## src/input_loop_pkg.sv

```systemverilog
`default_nettype none
package input_loop_pkg;
  // Register port and field widths, register and divider counts
  localparam int ADDR_W = 10;
  localparam int DATA_W = 8;
  localparam int RATIO_W = 10;
  localparam int TEST_RATIO_W = 6;
  localparam int CURRENT_W = 7;
  localparam int NUM_REGS = 10;
  localparam int NUM_DIVS = 4;

  // Register offsets
  localparam logic [ADDR_W-1:0] REF_A_DIVIDE_LOW = 10'h010;
  localparam logic [ADDR_W-1:0] REF_A_DIVIDE_HIGH = 10'h011;
  localparam logic [ADDR_W-1:0] REF_B_DIVIDE_LOW = 10'h012;
  localparam logic [ADDR_W-1:0] REF_B_DIVIDE_HIGH = 10'h013;
  localparam logic [ADDR_W-1:0] REF_TEST_DIVIDE = 10'h014;
  localparam logic [ADDR_W-1:0] INPUT_PLL_SPARE = 10'h015;
  localparam logic [ADDR_W-1:0] FEEDBACK_DIVIDE_LOW = 10'h016;
  localparam logic [ADDR_W-1:0] FEEDBACK_DIVIDE_HIGH = 10'h017;
  localparam logic [ADDR_W-1:0] PUMP_CURRENT_TRISTATE = 10'h018;
  localparam logic [ADDR_W-1:0] PUMP_MODE_BACKLASH = 10'h019;

  // Register indices, counted from the first offset
  localparam int IDX_REF_A_LOW = 0;
  localparam int IDX_REF_A_HIGH = 1;
  localparam int IDX_REF_B_LOW = 2;
  localparam int IDX_REF_B_HIGH = 3;
  localparam int IDX_REF_TEST = 4;
  localparam int IDX_SPARE = 5;
  localparam int IDX_FB_LOW = 6;
  localparam int IDX_FB_HIGH = 7;
  localparam int IDX_PUMP_CURRENT = 8;
  localparam int IDX_PUMP_MODE = 9;

  // Divider channel numbers
  localparam int DIV_REF_A = 0;
  localparam int DIV_REF_B = 1;
  localparam int DIV_REF_TEST = 2;
  localparam int DIV_FEEDBACK = 3;

  // Writable bits of each register; the rest read as zero
  localparam logic [DATA_W-1:0] MASK_FULL = 8'hff;
  localparam logic [DATA_W-1:0] MASK_HIGH_PAIR = 8'h03;
  localparam logic [DATA_W-1:0] MASK_TEST = 8'h3f;
  localparam logic [DATA_W-1:0] MASK_NONE = 8'h00;
  localparam logic [DATA_W-1:0] MASK_MODE = 8'h1f;

  // Field positions
  localparam int TRISTATE_BIT = 7;
  localparam int OVERRIDE_BIT = 4;
  localparam int WIDTH_LSB = 2;
  localparam int MODE_LSB = 0;

  // Values after reset
  localparam logic [DATA_W-1:0] RST_DIVIDE = 8'h00;
  localparam logic [DATA_W-1:0] RST_PUMP_CURRENT = 8'h00;
  localparam logic [DATA_W-1:0] RST_PUMP_MODE = 8'h08;
  localparam logic [RATIO_W-1:0] RST_COUNT = 10'h001;
  localparam logic [DATA_W-1:0] RST_READ = 8'h00;

  // Antibacklash period encodings
  typedef enum logic [1:0] {
    BACKLASH_MIN = 2'h0,
    BACKLASH_LOW = 2'h1,
    BACKLASH_HIGH = 2'h2,
    BACKLASH_MAX = 2'h3
  } backlash_t;

  // Charge pump modes
  typedef enum logic [1:0] {
    PUMP_TRISTATE = 2'h0,
    PUMP_UP = 2'h1,
    PUMP_DOWN = 2'h2,
    PUMP_NORMAL = 2'h3
  } pump_mode_t;
endpackage : input_loop_pkg
`default_nettype wire

```

## src/input_pll_divider_pump_control.sv

```systemverilog
`default_nettype none
module input_pll_divider_pump_control (
  input wire logic clock,
  input wire logic rst_b,
  input wire logic reg_write,
  input wire logic [input_loop_pkg::ADDR_W-1:0] reg_addr,
  input wire logic [input_loop_pkg::DATA_W-1:0] reg_wdata,
  output logic [input_loop_pkg::DATA_W-1:0] reg_rdata,
  input wire logic readback_buffer,
  input wire logic io_update,
  input wire logic ref_b_independent,
  input wire logic ref_a_tick,
  input wire logic ref_b_tick,
  input wire logic ref_test_tick,
  input wire logic feedback_tick,
  output logic ref_a_pulse,
  output logic ref_b_pulse,
  output logic ref_test_pulse,
  output logic feedback_pulse,
  output logic pump_tristate,
  output logic [input_loop_pkg::CURRENT_W-1:0] pump_current,
  output input_loop_pkg::pump_mode_t pump_mode,
  output input_loop_pkg::backlash_t backlash_width
);
  import input_loop_pkg::*;

  ////////////////////////////////////////////////////////////////////////
  // Helpers

  // Writable bit mask of a register index
  function automatic logic [DATA_W-1:0] reg_mask(input int idx);
    unique case (idx)
      IDX_REF_A_HIGH, IDX_REF_B_HIGH, IDX_FB_HIGH: reg_mask = MASK_HIGH_PAIR;
      IDX_REF_TEST: reg_mask = MASK_TEST;
      IDX_SPARE: reg_mask = MASK_NONE;
      IDX_PUMP_MODE: reg_mask = MASK_MODE;
      default: reg_mask = MASK_FULL;
    endcase
  endfunction : reg_mask

  // Value after reset of a register index
  function automatic logic [DATA_W-1:0] reg_reset(input int idx);
    unique case (idx)
      IDX_PUMP_CURRENT: reg_reset = RST_PUMP_CURRENT;
      IDX_PUMP_MODE: reg_reset = RST_PUMP_MODE;
      default: reg_reset = RST_DIVIDE;
    endcase
  endfunction : reg_reset

  // Effective ratio: zero and one both divide by one
  function automatic logic [RATIO_W-1:0] eff_ratio(input logic [RATIO_W-1:0] r);
    eff_ratio = (r < RST_COUNT) ? RST_COUNT : r;
  endfunction : eff_ratio

  ////////////////////////////////////////////////////////////////////////
  // Shadow and active register banks

  logic [DATA_W-1:0] shadow [NUM_REGS]; // Written by software
  logic [DATA_W-1:0] active [NUM_REGS]; // Applied to the logic
  logic [DATA_W-1:0] next_shadow [NUM_REGS];
  logic [DATA_W-1:0] next_active [NUM_REGS];
  logic [DATA_W-1:0] next_reg_rdata;

  // Write decode, update transfer and readback select
  always_comb begin
    next_reg_rdata = RST_READ;
    for (int i = 0; i < NUM_REGS; i++) begin
      next_shadow[i] = shadow[i];
      // Only writable bits store; reserved stay zero
      if (reg_write && reg_addr == REF_A_DIVIDE_LOW + ADDR_W'(i)) begin
        next_shadow[i] = reg_wdata & reg_mask(i);
      end
      // Update copies the buffer, including a write in the same cycle
      next_active[i] = io_update ? next_shadow[i] : active[i];
      // Readback from buffer or active copy
      if (reg_addr == REF_A_DIVIDE_LOW + ADDR_W'(i)) begin
        next_reg_rdata = readback_buffer ? shadow[i] : active[i];
      end
    end
  end

  // Register banks
  always_ff @(posedge clock) begin
    for (int i = 0; i < NUM_REGS; i++) begin
      if (!rst_b) begin
        shadow[i] <= reg_reset(i);
        active[i] <= reg_reset(i);
      end else begin
        shadow[i] <= next_shadow[i];
        active[i] <= next_active[i];
      end
    end
    if (!rst_b) begin
      reg_rdata <= RST_READ;
    end else begin
      reg_rdata <= next_reg_rdata;
    end
  end

  ////////////////////////////////////////////////////////////////////////
  // Ratio assembly

  logic [RATIO_W-1:0] ratio [NUM_DIVS]; // Effective divide ratios
  logic [NUM_DIVS-1:0] tick; // Input clock ticks per channel

  // Join low and high halves of each ratio; the test ratio is one register alone
  always_comb begin
    ratio[DIV_REF_A] = eff_ratio({active[IDX_REF_A_HIGH][1:0],
                                  active[IDX_REF_A_LOW]});
    // Follows the first ratio unless set independent
    if (ref_b_independent) begin
      ratio[DIV_REF_B] = eff_ratio({active[IDX_REF_B_HIGH][1:0],
                                    active[IDX_REF_B_LOW]});
    end else begin
      ratio[DIV_REF_B] = ratio[DIV_REF_A];
    end
    ratio[DIV_REF_TEST] = eff_ratio({4'h0,
                                     active[IDX_REF_TEST][TEST_RATIO_W-1:0]});
    ratio[DIV_FEEDBACK] = eff_ratio({active[IDX_FB_HIGH][1:0],
                                     active[IDX_FB_LOW]});
    tick = {feedback_tick, ref_test_tick, ref_b_tick, ref_a_tick};
  end

  ////////////////////////////////////////////////////////////////////////
  // Divider counters

  logic [RATIO_W-1:0] count [NUM_DIVS]; // One more than the ticks seen in this period
  logic [RATIO_W-1:0] next_count [NUM_DIVS];
  logic [NUM_DIVS-1:0] pulse; // Registered divider outputs
  logic [NUM_DIVS-1:0] next_pulse;

  // Count ticks; pulse and reload at the ratio
  always_comb begin
    for (int k = 0; k < NUM_DIVS; k++) begin
      next_count[k] = count[k];
      next_pulse[k] = 1'b0;
      if (tick[k]) begin
        // Terminal tick, or ratio lowered below count
        if (count[k] >= ratio[k]) begin
          next_count[k] = RST_COUNT;
          next_pulse[k] = 1'b1;
        end else begin
          next_count[k] = count[k] + RST_COUNT;
        end
      end
    end
  end

  // Counter registers
  always_ff @(posedge clock) begin
    for (int k = 0; k < NUM_DIVS; k++) begin
      if (!rst_b) begin
        count[k] <= RST_COUNT;
        pulse[k] <= 1'b0;
      end else begin
        count[k] <= next_count[k];
        pulse[k] <= next_pulse[k];
      end
    end
  end

  // Pulse outputs straight from flip-flops
  always_comb begin
    ref_a_pulse = pulse[DIV_REF_A];
    ref_b_pulse = pulse[DIV_REF_B];
    ref_test_pulse = pulse[DIV_REF_TEST];
    feedback_pulse = pulse[DIV_FEEDBACK];
  end

  ////////////////////////////////////////////////////////////////////////
  // Charge pump and antibacklash controls

  logic next_pump_tristate;
  logic [CURRENT_W-1:0] next_pump_current;
  pump_mode_t next_pump_mode;
  backlash_t next_backlash_width;

  // Decode the two pump registers
  always_comb begin
    next_pump_mode = pump_mode_t'(active[IDX_PUMP_MODE][MODE_LSB +: 2]);
    // Off when forced, or in tristate mode
    next_pump_tristate = active[IDX_PUMP_CURRENT][TRISTATE_BIT] ||
                         (next_pump_mode == PUMP_TRISTATE);
    next_pump_current = active[IDX_PUMP_CURRENT][CURRENT_W-1:0];
    // Width field only counts under override
    if (active[IDX_PUMP_MODE][OVERRIDE_BIT]) begin
      next_backlash_width = backlash_t'(active[IDX_PUMP_MODE][WIDTH_LSB +: 2]);
    end else begin
      next_backlash_width = BACKLASH_HIGH;
    end
  end

  // Pump control registers
  always_ff @(posedge clock) begin
    if (!rst_b) begin
      pump_tristate <= 1'b1;
      pump_current <= RST_PUMP_CURRENT[CURRENT_W-1:0];
      pump_mode <= PUMP_TRISTATE;
      backlash_width <= BACKLASH_HIGH;
    end else begin
      pump_tristate <= next_pump_tristate;
      pump_current <= next_pump_current;
      pump_mode <= next_pump_mode;
      backlash_width <= next_backlash_width;
    end
  end
endmodule : input_pll_divider_pump_control
`default_nettype wire

```

## config.mk

```make
export PLATFORM = sky130hd
export DESIGN_NAME = input_pll_divider_pump_control
export DESIGN_NICKNAME = d
export VERILOG_FILES = /design/src/input_loop_pkg.sv /design/src/input_pll_divider_pump_control.sv
export SDC_FILE = /design/constraint.sdc
export NUM_CORES = 1
export LEC_CHECK = 0
export ABC_AREA = 1
export BUFFER_PORTS_ARGS = -buffer_cell sky130_fd_sc_hd__buf_2
export CORE_MARGIN = 2
export CORE_UTILIZATION = 50
export CTS_BUF_LIST = sky130_fd_sc_hd__clkbuf_4 sky130_fd_sc_hd__clkbuf_8
export CTS_CLUSTER_DIAMETER = 200
export CTS_CLUSTER_SIZE = 14
export DETAILED_ROUTE_END_ITERATION = 8
export PLACE_DENSITY = 0.64
export SETUP_SLACK_MARGIN = 0.5
export SLEW_MARGIN = 10
export SYNTH_ARGS = -nofsm -noshare
export SYNTH_HDL_FRONTEND = slang
export SYNTH_SLANG_ARGS = --single-unit
export TNS_END_PERCENT = 30
```

## constraint.sdc

```tcl
create_clock -name clock -period 2.4 [get_ports clock]
set_input_delay 0.12 -clock clock [delete_from_list [all_inputs] [get_ports clock]]
set_output_delay 0.12 -clock clock [all_outputs]
set_load 0.1 [all_outputs]
```

==> results of run 1 <==
==> through the flow <==
stage,total power [mW],cell area (um2),utilization,cells
after floorplan,4.55,10900,-,1487
after CTS,6.73,11800,0.557,1793
after global routing,6.98,11900,0.560,1794
after detailed placement,4.78,11300,0.534,1757
final,6.68,11900,0.560,1794
after global placement,4.77,11300,0.534,1757
==> power by group <==
part	internal [mW]	switching, mW
sequential	3.81	0.0676
combinational	0.270	0.591
clock	0.717	1.22
total	4.80	1.88
==> worst reg2reg max path, delay by kind of cell (launching register included) <==
family | cells | cell delay, ns
and+or+nand+nor | 8 | 0.82
AOI/OAI and AO/OA | 2 | 0.43
DFF | 1 | 0.34
adders and majority gates | 1 | 0.22
buffers and inverters | 2 | 0.14
==> registers in the layout, indices dropped and copies added (netlist names) <==
register        flops
active             80
backlash_width      2
count              40
pulse               4
pump_current        7
pump_mode           2
pump_tristate       1
reg_rdata           8
shadow             80
==> final cells by class <==
class / instances / area share
multi-input cells: 980 / 0.454
flip-flops and latches: 224 / 0.378
inverters: 216 / 0.0686
repair buffers: 79 / 0.0476
well taps: 275 / 0.0289
clock buffers: 19 / 0.0220
clock inverters: 1 / 0.000631
==> per-layer routing <==
metal / track usage / wire length, um / vias to the layer above
li1: - / - / 4860
met1: 0.352 / 13300 / 4309
met2: 0.378 / 11900 / 236
met3: 0.0278 / 1470 / 34
met4: 0.0421 / 448 / 0
met5: 0 / 0 / -
==> repair_timing <==
action	in CTS	in global routing
buffers inserted	3	1
gates cloned	0	0
gates resized for setup	34	16
hold endpoints to repair	33	0
endpoints found under the setup margin	37	39
hold buffers	13	0
pin swaps	9	3
==> cells by family (layout without fill, tap and decap cells) <==
kind of cell,Yosys count,in the layout,share of synthesized area
xor+xnor,18,18,0.0145
fa+ha+maj,40,40,0.0460
compound gates,336,336,0.185
buf+inv,283,315,0.103
mux,5,5,0.00460
flops,224,224,0.412
simple gates,581,581,0.235
==> worst paths after layout <==
path | slack, ns | endpoint
setup / recovery | 0.39 | count[1][5]$_SDFFE_PN0P_
hold reg to reg | 0.43 | backlash_width[1]$_SDFF_PN1_
hold / removal | 0.05 | active[1][12]$_SDFFE_PN0P_
setup reg to reg | 0.39 | count[1][5]$_SDFFE_PN0P_
==> cell usage in the layout (no fill, tap or decap), types with 19 or more instances in the layout <==
master    instances
ha_1             39
dfxtp_1         214
o21ai_2          26
clkbuf_8         19
buf_2            49
nor2_1          183
inv_1           184
o21ai_0         121
inv_2            29
a21oi_1          96
nand3_1          28
nand2_1         267
nand4_1          27
o211ai_1         51
==> flow_metrics.py, run 1 <==
metrics = {
    "status": {
        "status": "completed",
    },
    "synthesis": {
        "synth.avg_cell_area_um2": 7.32,
        "yosys-top-cells-area": "dfxtp_1 (41%), nand2_1 (9.3%), inv_1 (6.8%)",
        "synth_top_area_frac": 0.412,
        "yosys-top-cells-count": "nand2_1 (271), dfxtp_1 (224), inv_1 (196), nor2_1 (186), o21ai_0 (123)",
        "synthArstFlopShare": 0,
        "synthCells": 1487,
        "ys_seq_area_frac": 0.412,
        "synthFlopType": "dfxtp_1",
        "synth_area_leader_cell": "dfxtp_1",
        "yosysMostFrequentCell": "nand2_1",
        "synth_area_um2": 10900,
        "syn_nets": 1555,
        "synth_edf_count": 0,
        "synth_cell_type_count": 49,
        "synth-seq-cells": 224,
        "yosys_warnings": 0,
    },
    "cts": {
        "cts.sinks": 224,
        "max-clock-path-buffers": 3,
        "numCtsBuffers": 19,
        "cts-root-buf": "clkbuf_8",
        "clk_latency_ns": 0.54,
        "cts_tree": "built",
        "clk_pin_slew_ns": 0.10,
        "htreeDepth": 1,
    },
    "route": {
        "drtPass1Iterations": 6,
        "drt-wirelength-per-cell_um": 15.1,
        "drtIter0Drc": 790,
        "wl_um": 27100,
        "drc": 0,
        "via_count": 9439,
        "ant_nets": 0,
        "viasPerCell": 5.26,
    },
    "floorplanning": {
        "ioPinCount": 52,
        "std_cell_rows": 53,
        "design.core.area_um2": 21200,
        "fp.dieH_um": 152,
        "die_w_um": 152,
        "start_util": 0.513,
        "die_area_um2": 23000,
    },
    "finish": {
        "antennaDiodeCount": 0,
        "multi_input_area_um2": 5400,
        "post_route_cells_drive_above_1_share": 0.152,
        "regArea_um2": 4500,
        "fin_nets": 1588,
        "synthToLayoutAreaGrowth_pct": 9.30,
        "fill_cells": 2075,
    },
    "worst_setup_path": {
        "cp.arrival_ns": 2.47,
        "path_depth": 13,
        "critical_path_required_ns": 2.86,
        "path_cells": "inv_2 > nand4_1 > o31ai_2 > o21ai_1 > inv_1 > ha_1 > nand2_1 > nor4_2 > nand3_1 > nand3_2 > nand2_2 > nand2_4 > nor3b_2",
        "critical_path.startpoint": "active[0][2]$_SDFFE_PN0P_",
        "worst_r2r_path_depth": 13,
        "max_stage_delay_ns": 0.34,
        "crit_buf_inv": 2,
        "reg2reg_from": "active[0][2]$_SDFFE_PN0P_",
        "worst_setup_path_start_kind": "register",
        "crit_type": "register to register",
        "cpMaxStageDelayCell": "dfxtp_2",
        "crit_fanout": 8,
        "crit_family": "simple AND/OR/NAND/NOR gates",
        "endpoint_kind": "register",
    },
    "sta": {
        "slew_headroom": 0.502,
        "fin_hold_ws_ns": 0.0468,
        "slew_viol_final": 0,
        "min_period_over_period": 0.837,
        "period_needed_ns": 2.01,
        "fin_skew_ns": 0.0319,
        "setup_viol": 0,
        "fin_ws_ns": 0.392,
        "rsz0062_at_grt": "yes",
        "setup_tns_ns": 0,
        "fmax_ghz": 0.498,
        "hold_violations": 0,
        "worst_pin_slew_ns": 0.746,
    },
    "min_path": {
        "min_from": "io_update",
        "hold_path_depth": 2,
        "min_path_type": "primary input to register",
    },
    "global_routing": {
        "grt_max_degree": 104,
        "grt_usage": 0.238,
        "antenna_found_initial": 0,
        "grt_first_pass_wirelength_um": 43900,
        "overflow": 0,
        "grt_pass1_vias": 8590,
    },
    "power": {
        "ir_worst_vdd_mv": 0.372,
        "p_per_area_nw_per_um2": 562,
        "leakage_nw": 5.45,
    },
    "placed_design": {
        "dp_worst_setup_slack_ns": 0.174,
        "dp_hpwl_um": 18700,
        "io_buffers": 51,
        "globalplace.congestion": 0.863,
    },
    "job": {
        "max_cap_viol_count": 0,
    },
}
Note: power is estimated with default switching activity, not from simulation.
==> inputs of run 2 (changes only) <==
--- a/config.mk
+++ b/config.mk
@@ -5,7 +5,7 @@
 export SDC_FILE = /design/constraint.sdc
 export NUM_CORES = 1
 export LEC_CHECK = 0
-export ABC_AREA = 1
+export ABC_AREA = 0
 export BUFFER_PORTS_ARGS = -buffer_cell sky130_fd_sc_hd__buf_2
 export CORE_MARGIN = 2
 export CORE_UTILIZATION = 50
==> constraint.sdc (replaced) <==
create_clock -name clock -period 2 [get_ports clock]
set_input_delay 0.1 -clock clock [delete_from_list [all_inputs] [get_ports clock]]
set_output_delay 0.1 -clock clock [all_outputs]
set_load 0.1 [all_outputs]
==> flow_metrics.py, run 2 <==
metrics = {
    "synthesis": {
        "synth_area_leader_cell": "dfxtp_1",
        "synthCells": 1077,
        "synth-seq-cells": 224,
        "syn_nets": 1145,
        "synth_area_um2": 10200,
        "yosysMostFrequentCell": "dfxtp_1",
        "synthArstFlopShare": 0,
        "yosys-top-cells-count": "dfxtp_1 (224), mux2i_1 (121), nor2_1 (100), a21oi_1 (84), o21ai_0 (58)",
        "yosys_warnings": 0,
        "ys_seq_area_frac": 0.440,
        "synth.avg_cell_area_um2": 9.47,
        "synth_edf_count": 0,
        "synth_cell_type_count": 60,
        "synth_top_area_frac": 0.440,
        "yosys-top-cells-area": "dfxtp_1 (44%), mux2i_1 (12%), ha_1 (4.9%)",
        "synthFlopType": "dfxtp_1",
    },
    "finish": {
        "layout_commonest_cell": "dfxtp_1",
        "synthToLayoutAreaGrowth_pct": 17.9,
        "multi_input_area_um2": 5710,
        "antennaDiodeCount": 0,
        "post_route_cells_drive_above_1_share": 0.225,
        "fin_nets": 1241,
        "largest_registers": "active: 80 flops, shadow: 80 flops, count: 40 flops",
        "regArea_um2": 4510,
        "layoutNonFillerInstCount": 1441,
        "fill_cells": 1765,
        "fin_area_um2": 12000,
        "final_cell_mix": "dfxtp_1 (204), mux2i_1 (113), nor2_1 (99)",
    },
    "sta": {
        "setup_viol": 6,
        "hold_violations": 0,
        "period_needed_ns": 2.08,
        "min_period_over_period": 1.04,
        "rsz0062_at_grt": "yes",
        "fin_ws_ns": -0.0838,
        "worst_pin_slew_ns": 0.782,
        "slew_headroom": 0.476,
        "slew_viol_final": 0,
        "fmax_ghz": 0.480,
        "fin_skew_ns": 0.0313,
    },
    "cts": {
        "clk_pin_slew_ns": 0.10,
        "numCtsBuffers": 19,
        "max-clock-path-buffers": 3,
        "cts-root-buf": "clkbuf_8",
        "clk_latency_ns": 0.53,
        "cts.sinks": 224,
        "cts_tree": "built",
        "htreeDepth": 1,
    },
    "global_routing": {
        "grt_pass1_vias": 8026,
        "grt_max_degree": 62,
        "antenna_found_initial": 1,
        "overflow": 0,
        "grt_first_pass_wirelength_um": 43000,
        "grt_usage": 0.246,
    },
    "route": {
        "wl_um": 26400,
        "maxUsedRoutingLayer": "met5",
        "drt-wirelength-per-cell_um": 18.3,
        "ant_nets": 0,
        "viasPerCell": 5.66,
        "drtPass1Iterations": 5,
        "drc": 0,
        "wl_met3_um": 1210,
        "via_count": 8155,
        "drtIter0Drc": 465,
        "met1_length_um": 11900,
        "route.met2.wl_um": 12500,
    },
    "floorplanning": {
        "ioPinCount": 52,
        "start_util": 0.507,
        "die_w_um": 147,
        "die_area_um2": 21600,
        "design.core.area_um2": 20100,
        "std_cell_rows": 52,
        "fp.dieH_um": 147,
    },
    "status": {
        "violations": "setup timing",
        "status": "finished, violations left",
    },
    "power": {
        "ir_worst_vdd_mv": 0.391,
        "leakage_nw": 5.18,
        "p_per_area_nw_per_um2": 679,
    },
    "worst_setup_path": {
        "crit_type": "register to register",
        "max_stage_delay_ns": 0.33,
        "cp.arrival_ns": 2.50,
        "crit_fanout": 3,
        "worst_setup_path_start_kind": "register",
        "critical_path_required_ns": 2.42,
        "endpoint_kind": "register",
        "cpMaxStageDelayCell": "dfxtp_2",
        "path_cells": "nor4_2 > a41o_1 > buf_4 > buf_6 > ha_4 > nand2b_4 > a211oi_2 > o21a_2 > nor2_1 > o211a_1",
    },
    "placed_design": {
        "globalplace.congestion": 0.918,
        "dp_hpwl_um": 18700,
        "placedCellCount": 1413,
        "io_buffers": 51,
        "placed_cell_area_um2": 11300,
    },
    "job": {
        "max_cap_viol_count": 0,
    },
    "min_path": {
        "min_path_type": "primary input to register",
    },
}
-- run 2: cell count changes in the layout (fill, tap and decap cells not counted), moves of 30 or more --
| cell | delta |
|---|---|
| nand2_1 | -212 |
| nor2_1 | -84 |
| inv_1 | -152 |
| mux2i_1 | +108 |
| o21ai_0 | -66 |
| and3_1 | +30 |
| o211ai_1 | -49 |
| buf_4 | +61 |
-- run 2: power breakdown --
| part | internal (mW) | leakage [nW] | switching, mW |
|---|---|---|---|
| Clock | 0.855 | 0.137 | 1.45 |
| Combinational | 0.496 | 3.22 | 0.736 |
| Sequential | 4.55 | 1.82 | 0.0748 |
-- run 2: layout make-up --
type / count / area share
Multi-Input combinational cell: 751 / 0.474
Timing Repair Buffer: 143 / 0.0901
Clock buffer: 19 / 0.0217
Inverter: 34 / 0.0107
Tap cell: 270 / 0.0281
Sequential cell: 224 / 0.375
-- run 2: final timing paths --
path	start	slack (ns)	end	cells after the start
max	active[0][9]$_SDFFE_PN0P_	-0.08	pulse[0]$_SDFF_PN0_	10
min	ref_test_tick	0.006	count[2][1]$_SDFFE_PN0P_	3
max reg2reg	active[0][9]$_SDFFE_PN0P_	-0.08	pulse[0]$_SDFF_PN0_	10
min reg2reg	active[4][12]$_SDFFE_PN0P_	0.45	backlash_width[1]$_SDFF_PN1_	1
-- run 2: per-layer routing --
metal	vias to the layer above	global-route usage
li1	4050	-
met1	3866	0.335
met2	187	0.408
met3	50	0.0332
met4	2	0.0743
met5	-	0
-- run 2: repair_timing --
action	in CTS	in global routing
gates cloned	2	0
hold buffers	6	0
endpoints found under the setup margin	52	52
endpoints found under the hold margin	27	0
setup buffers	1	0
pin swaps	56	44
resized for setup	52	28
-- run 2: worst max-delay path, delay by kind of cell, from the launching register on --
family	cells	cell delay (ns)
AO/OA/AOI/OAI	4	0.84
adder cells (fa/ha/maj)	1	0.18
flip-flops	1	0.33
AND/OR/NAND/NOR	3	0.44
buffers and inverters	2	0.19
-- run 2: cell families after synthesis --
logic type	count (synthesis)	share of synthesized area
adder cells (fa/ha/maj)	40	0.0491
flip-flops	224	0.440
XOR/XNOR	36	0.0309
AND/OR/NAND/NOR	294	0.146
buffers and inverters	104	0.0428
multiplexers	136	0.144
AO/OA/AOI/OAI	243	0.148
-- run 2: through the flow --
stage / TNS [ns] / hold WS, ns / util / power, mW / setup WS (ns)
global route: -2.93 / 0.0153 / 0.598 / 8.51 / -0.222
global placement: -0.610 / 0.419 / 0.562 / 5.81 / -0.157
finish: -0.239 / 0.00564 / 0.598 / 8.16 / -0.0838
floorplan: 0 / 0.232 / - / 5.43 / 0.0859
detailed placement: -0.493 / 0.413 / 0.562 / 5.83 / -0.133
CTS: -0.301 / 0.00227 / 0.591 / 8.17 / -0.100
==> inputs of run 3 (changes only) <==
--- a/config.mk
+++ b/config.mk
@@ -6,7 +6,7 @@
 export NUM_CORES = 1
 export LEC_CHECK = 0
 export ABC_AREA = 0
-export BUFFER_PORTS_ARGS = -buffer_cell sky130_fd_sc_hd__buf_2
+export BUFFER_PORTS_ARGS = -buffer_cell sky130_fd_sc_hd__buf_4
 export CORE_MARGIN = 2
 export CORE_UTILIZATION = 50
 export CTS_BUF_LIST = sky130_fd_sc_hd__clkbuf_4 sky130_fd_sc_hd__clkbuf_8
==> flow_metrics.py, run 3 (same netlist as run 2, synthesis figures left out) <==
metrics = {
    "status": {
        "status": "finished, violations left",
        "violations": "setup timing",
    },
    "power": {
        "ir_worst_vdd_mv": 0.358,
        "leakage_nw": 5.25,
        "p_per_area_nw_per_um2": 673,
    },
    "route": {
        "wl_um": 26600,
        "ant_nets": 0,
        "drtPass1Iterations": 5,
        "via_count": 8224,
        "drtIter0Drc": 461,
        "viasPerCell": 5.68,
        "drt-wirelength-per-cell_um": 18.3,
        "drc": 0,
    },
    "worst_setup_path": {
        "worst_r2r_path_depth": 11,
        "crit_fanout": 3,
        "cp.arrival_ns": 2.56,
        "crit_type": "register to register",
        "cpMaxStageDelayCell": "dfxtp_2",
        "worst_setup_path_start_kind": "register",
        "max_stage_delay_ns": 0.33,
        "path_cells": "nor4_2 > a41o_1 > buf_4 > buf_6 > buf_6 > ha_4 > nand2b_4 > a211oi_2 > o21a_2 > nor2_1 > o211a_1",
        "endpoint_kind": "register",
        "path_common_cell": "buf_6",
        "critical_path_required_ns": 2.42,
    },
    "min_path": {
        "min_path_type": "primary input to register",
        "hold_path_depth": 3,
    },
    "global_routing": {
        "grt_first_pass_wirelength_um": 42800,
        "grt_pass1_vias": 8121,
        "antenna_found_initial": 0,
        "overflow": 0,
        "grt_usage": 0.246,
        "grt_max_degree": 59,
    },
    "sta": {
        "hold_violations": 0,
        "period_needed_ns": 2.14,
        "fin_skew_ns": 0.0219,
        "worst_pin_slew_ns": 0.668,
        "setup_tns_ns": -0.486,
        "fin_ws_ns": -0.140,
        "rsz0062_at_grt": "yes",
        "slew_headroom": 0.553,
        "fin_hold_ws_ns": 0.0932,
        "slew_viol_final": 0,
        "fmax_ghz": 0.467,
        "setup_viol": 12,
        "min_period_over_period": 1.07,
    },
    "cts": {
        "clk_pin_slew_ns": 0.09,
        "htreeDepth": 1,
        "cts.sinks": 224,
        "cts_tree": "built",
        "max-clock-path-buffers": 3,
        "clk_latency_ns": 0.54,
        "numCtsBuffers": 19,
        "cts-root-buf": "clkbuf_8",
    },
    "finish": {
        "largest_registers": "active: 80 flops, shadow: 80 flops, count: 40 flops",
        "post_route_cells_drive_above_1_share": 0.220,
        "synthToLayoutAreaGrowth_pct": 19.4,
        "final_cell_mix": "dfxtp_1 (205), buf_4 (119), mux2i_1 (117)",
        "layout_commonest_cell": "dfxtp_1",
        "fin_nets": 1247,
        "fin_area_um2": 12200,
    },
    "floorplanning": {
        "ioPinCount": 52,
        "design.core.area_um2": 20100,
        "std_cell_rows": 52,
        "start_util": 0.507,
        "die_area_um2": 21600,
        "fp.dieH_um": 147,
        "die_w_um": 147,
    },
    "job": {
        "max_cap_viol_count": 0,
    },
    "placed_design": {
        "io_buffers": 51,
        "placed_cell_area_um2": 11400,
        "globalplace.congestion": 0.886,
        "dp_hpwl_um": 18400,
    },
}
run 3: changes by cell type in the layout (fill, tap and decap cells not counted), moves of 4 or more:
| cell | change |
|---|---|
| dlygate4sd3_1 | +8 |
| mux2i_1 | +4 |
| buf_2 | -49 |
| buf_4 | +46 |
run 3: metal layers:
layer | GRT usage | share of wire
met3 | 0.0379 | 0.045
met2 | 0.404 | 0.47
met4 | 0.0796 | 0.032
met1 | 0.335 | 0.45
met5 | 0 | 0
run 3: critical path: cells and delay by family (launching register included):
kind                     cells  cell delay, ns
flip-flops                   1            0.33
AND/OR/NAND/NOR              3            0.45
buffers and inverters        3            0.27
AO/OA/AOI/OAI                4            0.80
adder cells (fa/ha/maj)      1            0.18
run 3: stage by stage:
step	power (mW)	std cells	setup slack (ns)	util
after floorplan	5.43	1077	0.0859	-
after global placement	5.83	1408	-0.147	0.566
after detailed placement	5.84	1408	-0.167	0.566
after CTS	8.20	1445	-0.0841	0.598
after global routing	8.58	1448	-0.229	0.606
final	8.20	1449	-0.140	0.606
run 3: final timing paths:
kind	startpoint	end	slack [ns]
setup / recovery	active[0][9]$_SDFFE_PN0P_	pulse[0]$_SDFF_PN0_	-0.14
hold / removal	reg_write	shadow[4][6]$_SDFF_PN0_	0.09
setup reg to reg	active[0][9]$_SDFFE_PN0P_	pulse[0]$_SDFF_PN0_	-0.14
hold reg to reg	active[4][12]$_SDFFE_PN0P_	backlash_width[1]$_SDFF_PN1_	0.46
run 3: final cells by class:
type	instances	area (um2)
clock buffer	19	262
sequential	224	4510
tap	270	338
fill	1730	7920
antenna	1	2.50
timing repair buffer	149	1270
inverter	34	129
clock inverter	1	7.51
multi-input combinational	751	5670
run 3: report_power, final:
group / internal [mW] / switching [mW]
sequential: 4.55 / 0.0686
clock: 0.860 / 1.45
combinational: 0.536 / 0.741
total: 5.95 / 2.26
run 3: timing repair:
action,4_1_cts,5_1_grt
endpoints found under the setup margin,52,70
endpoints found under the hold margin,103,0
gates cloned,1,1
pin swaps,49,49
hold buffers,14,0
resized for setup,48,27
buffers inserted,2,2
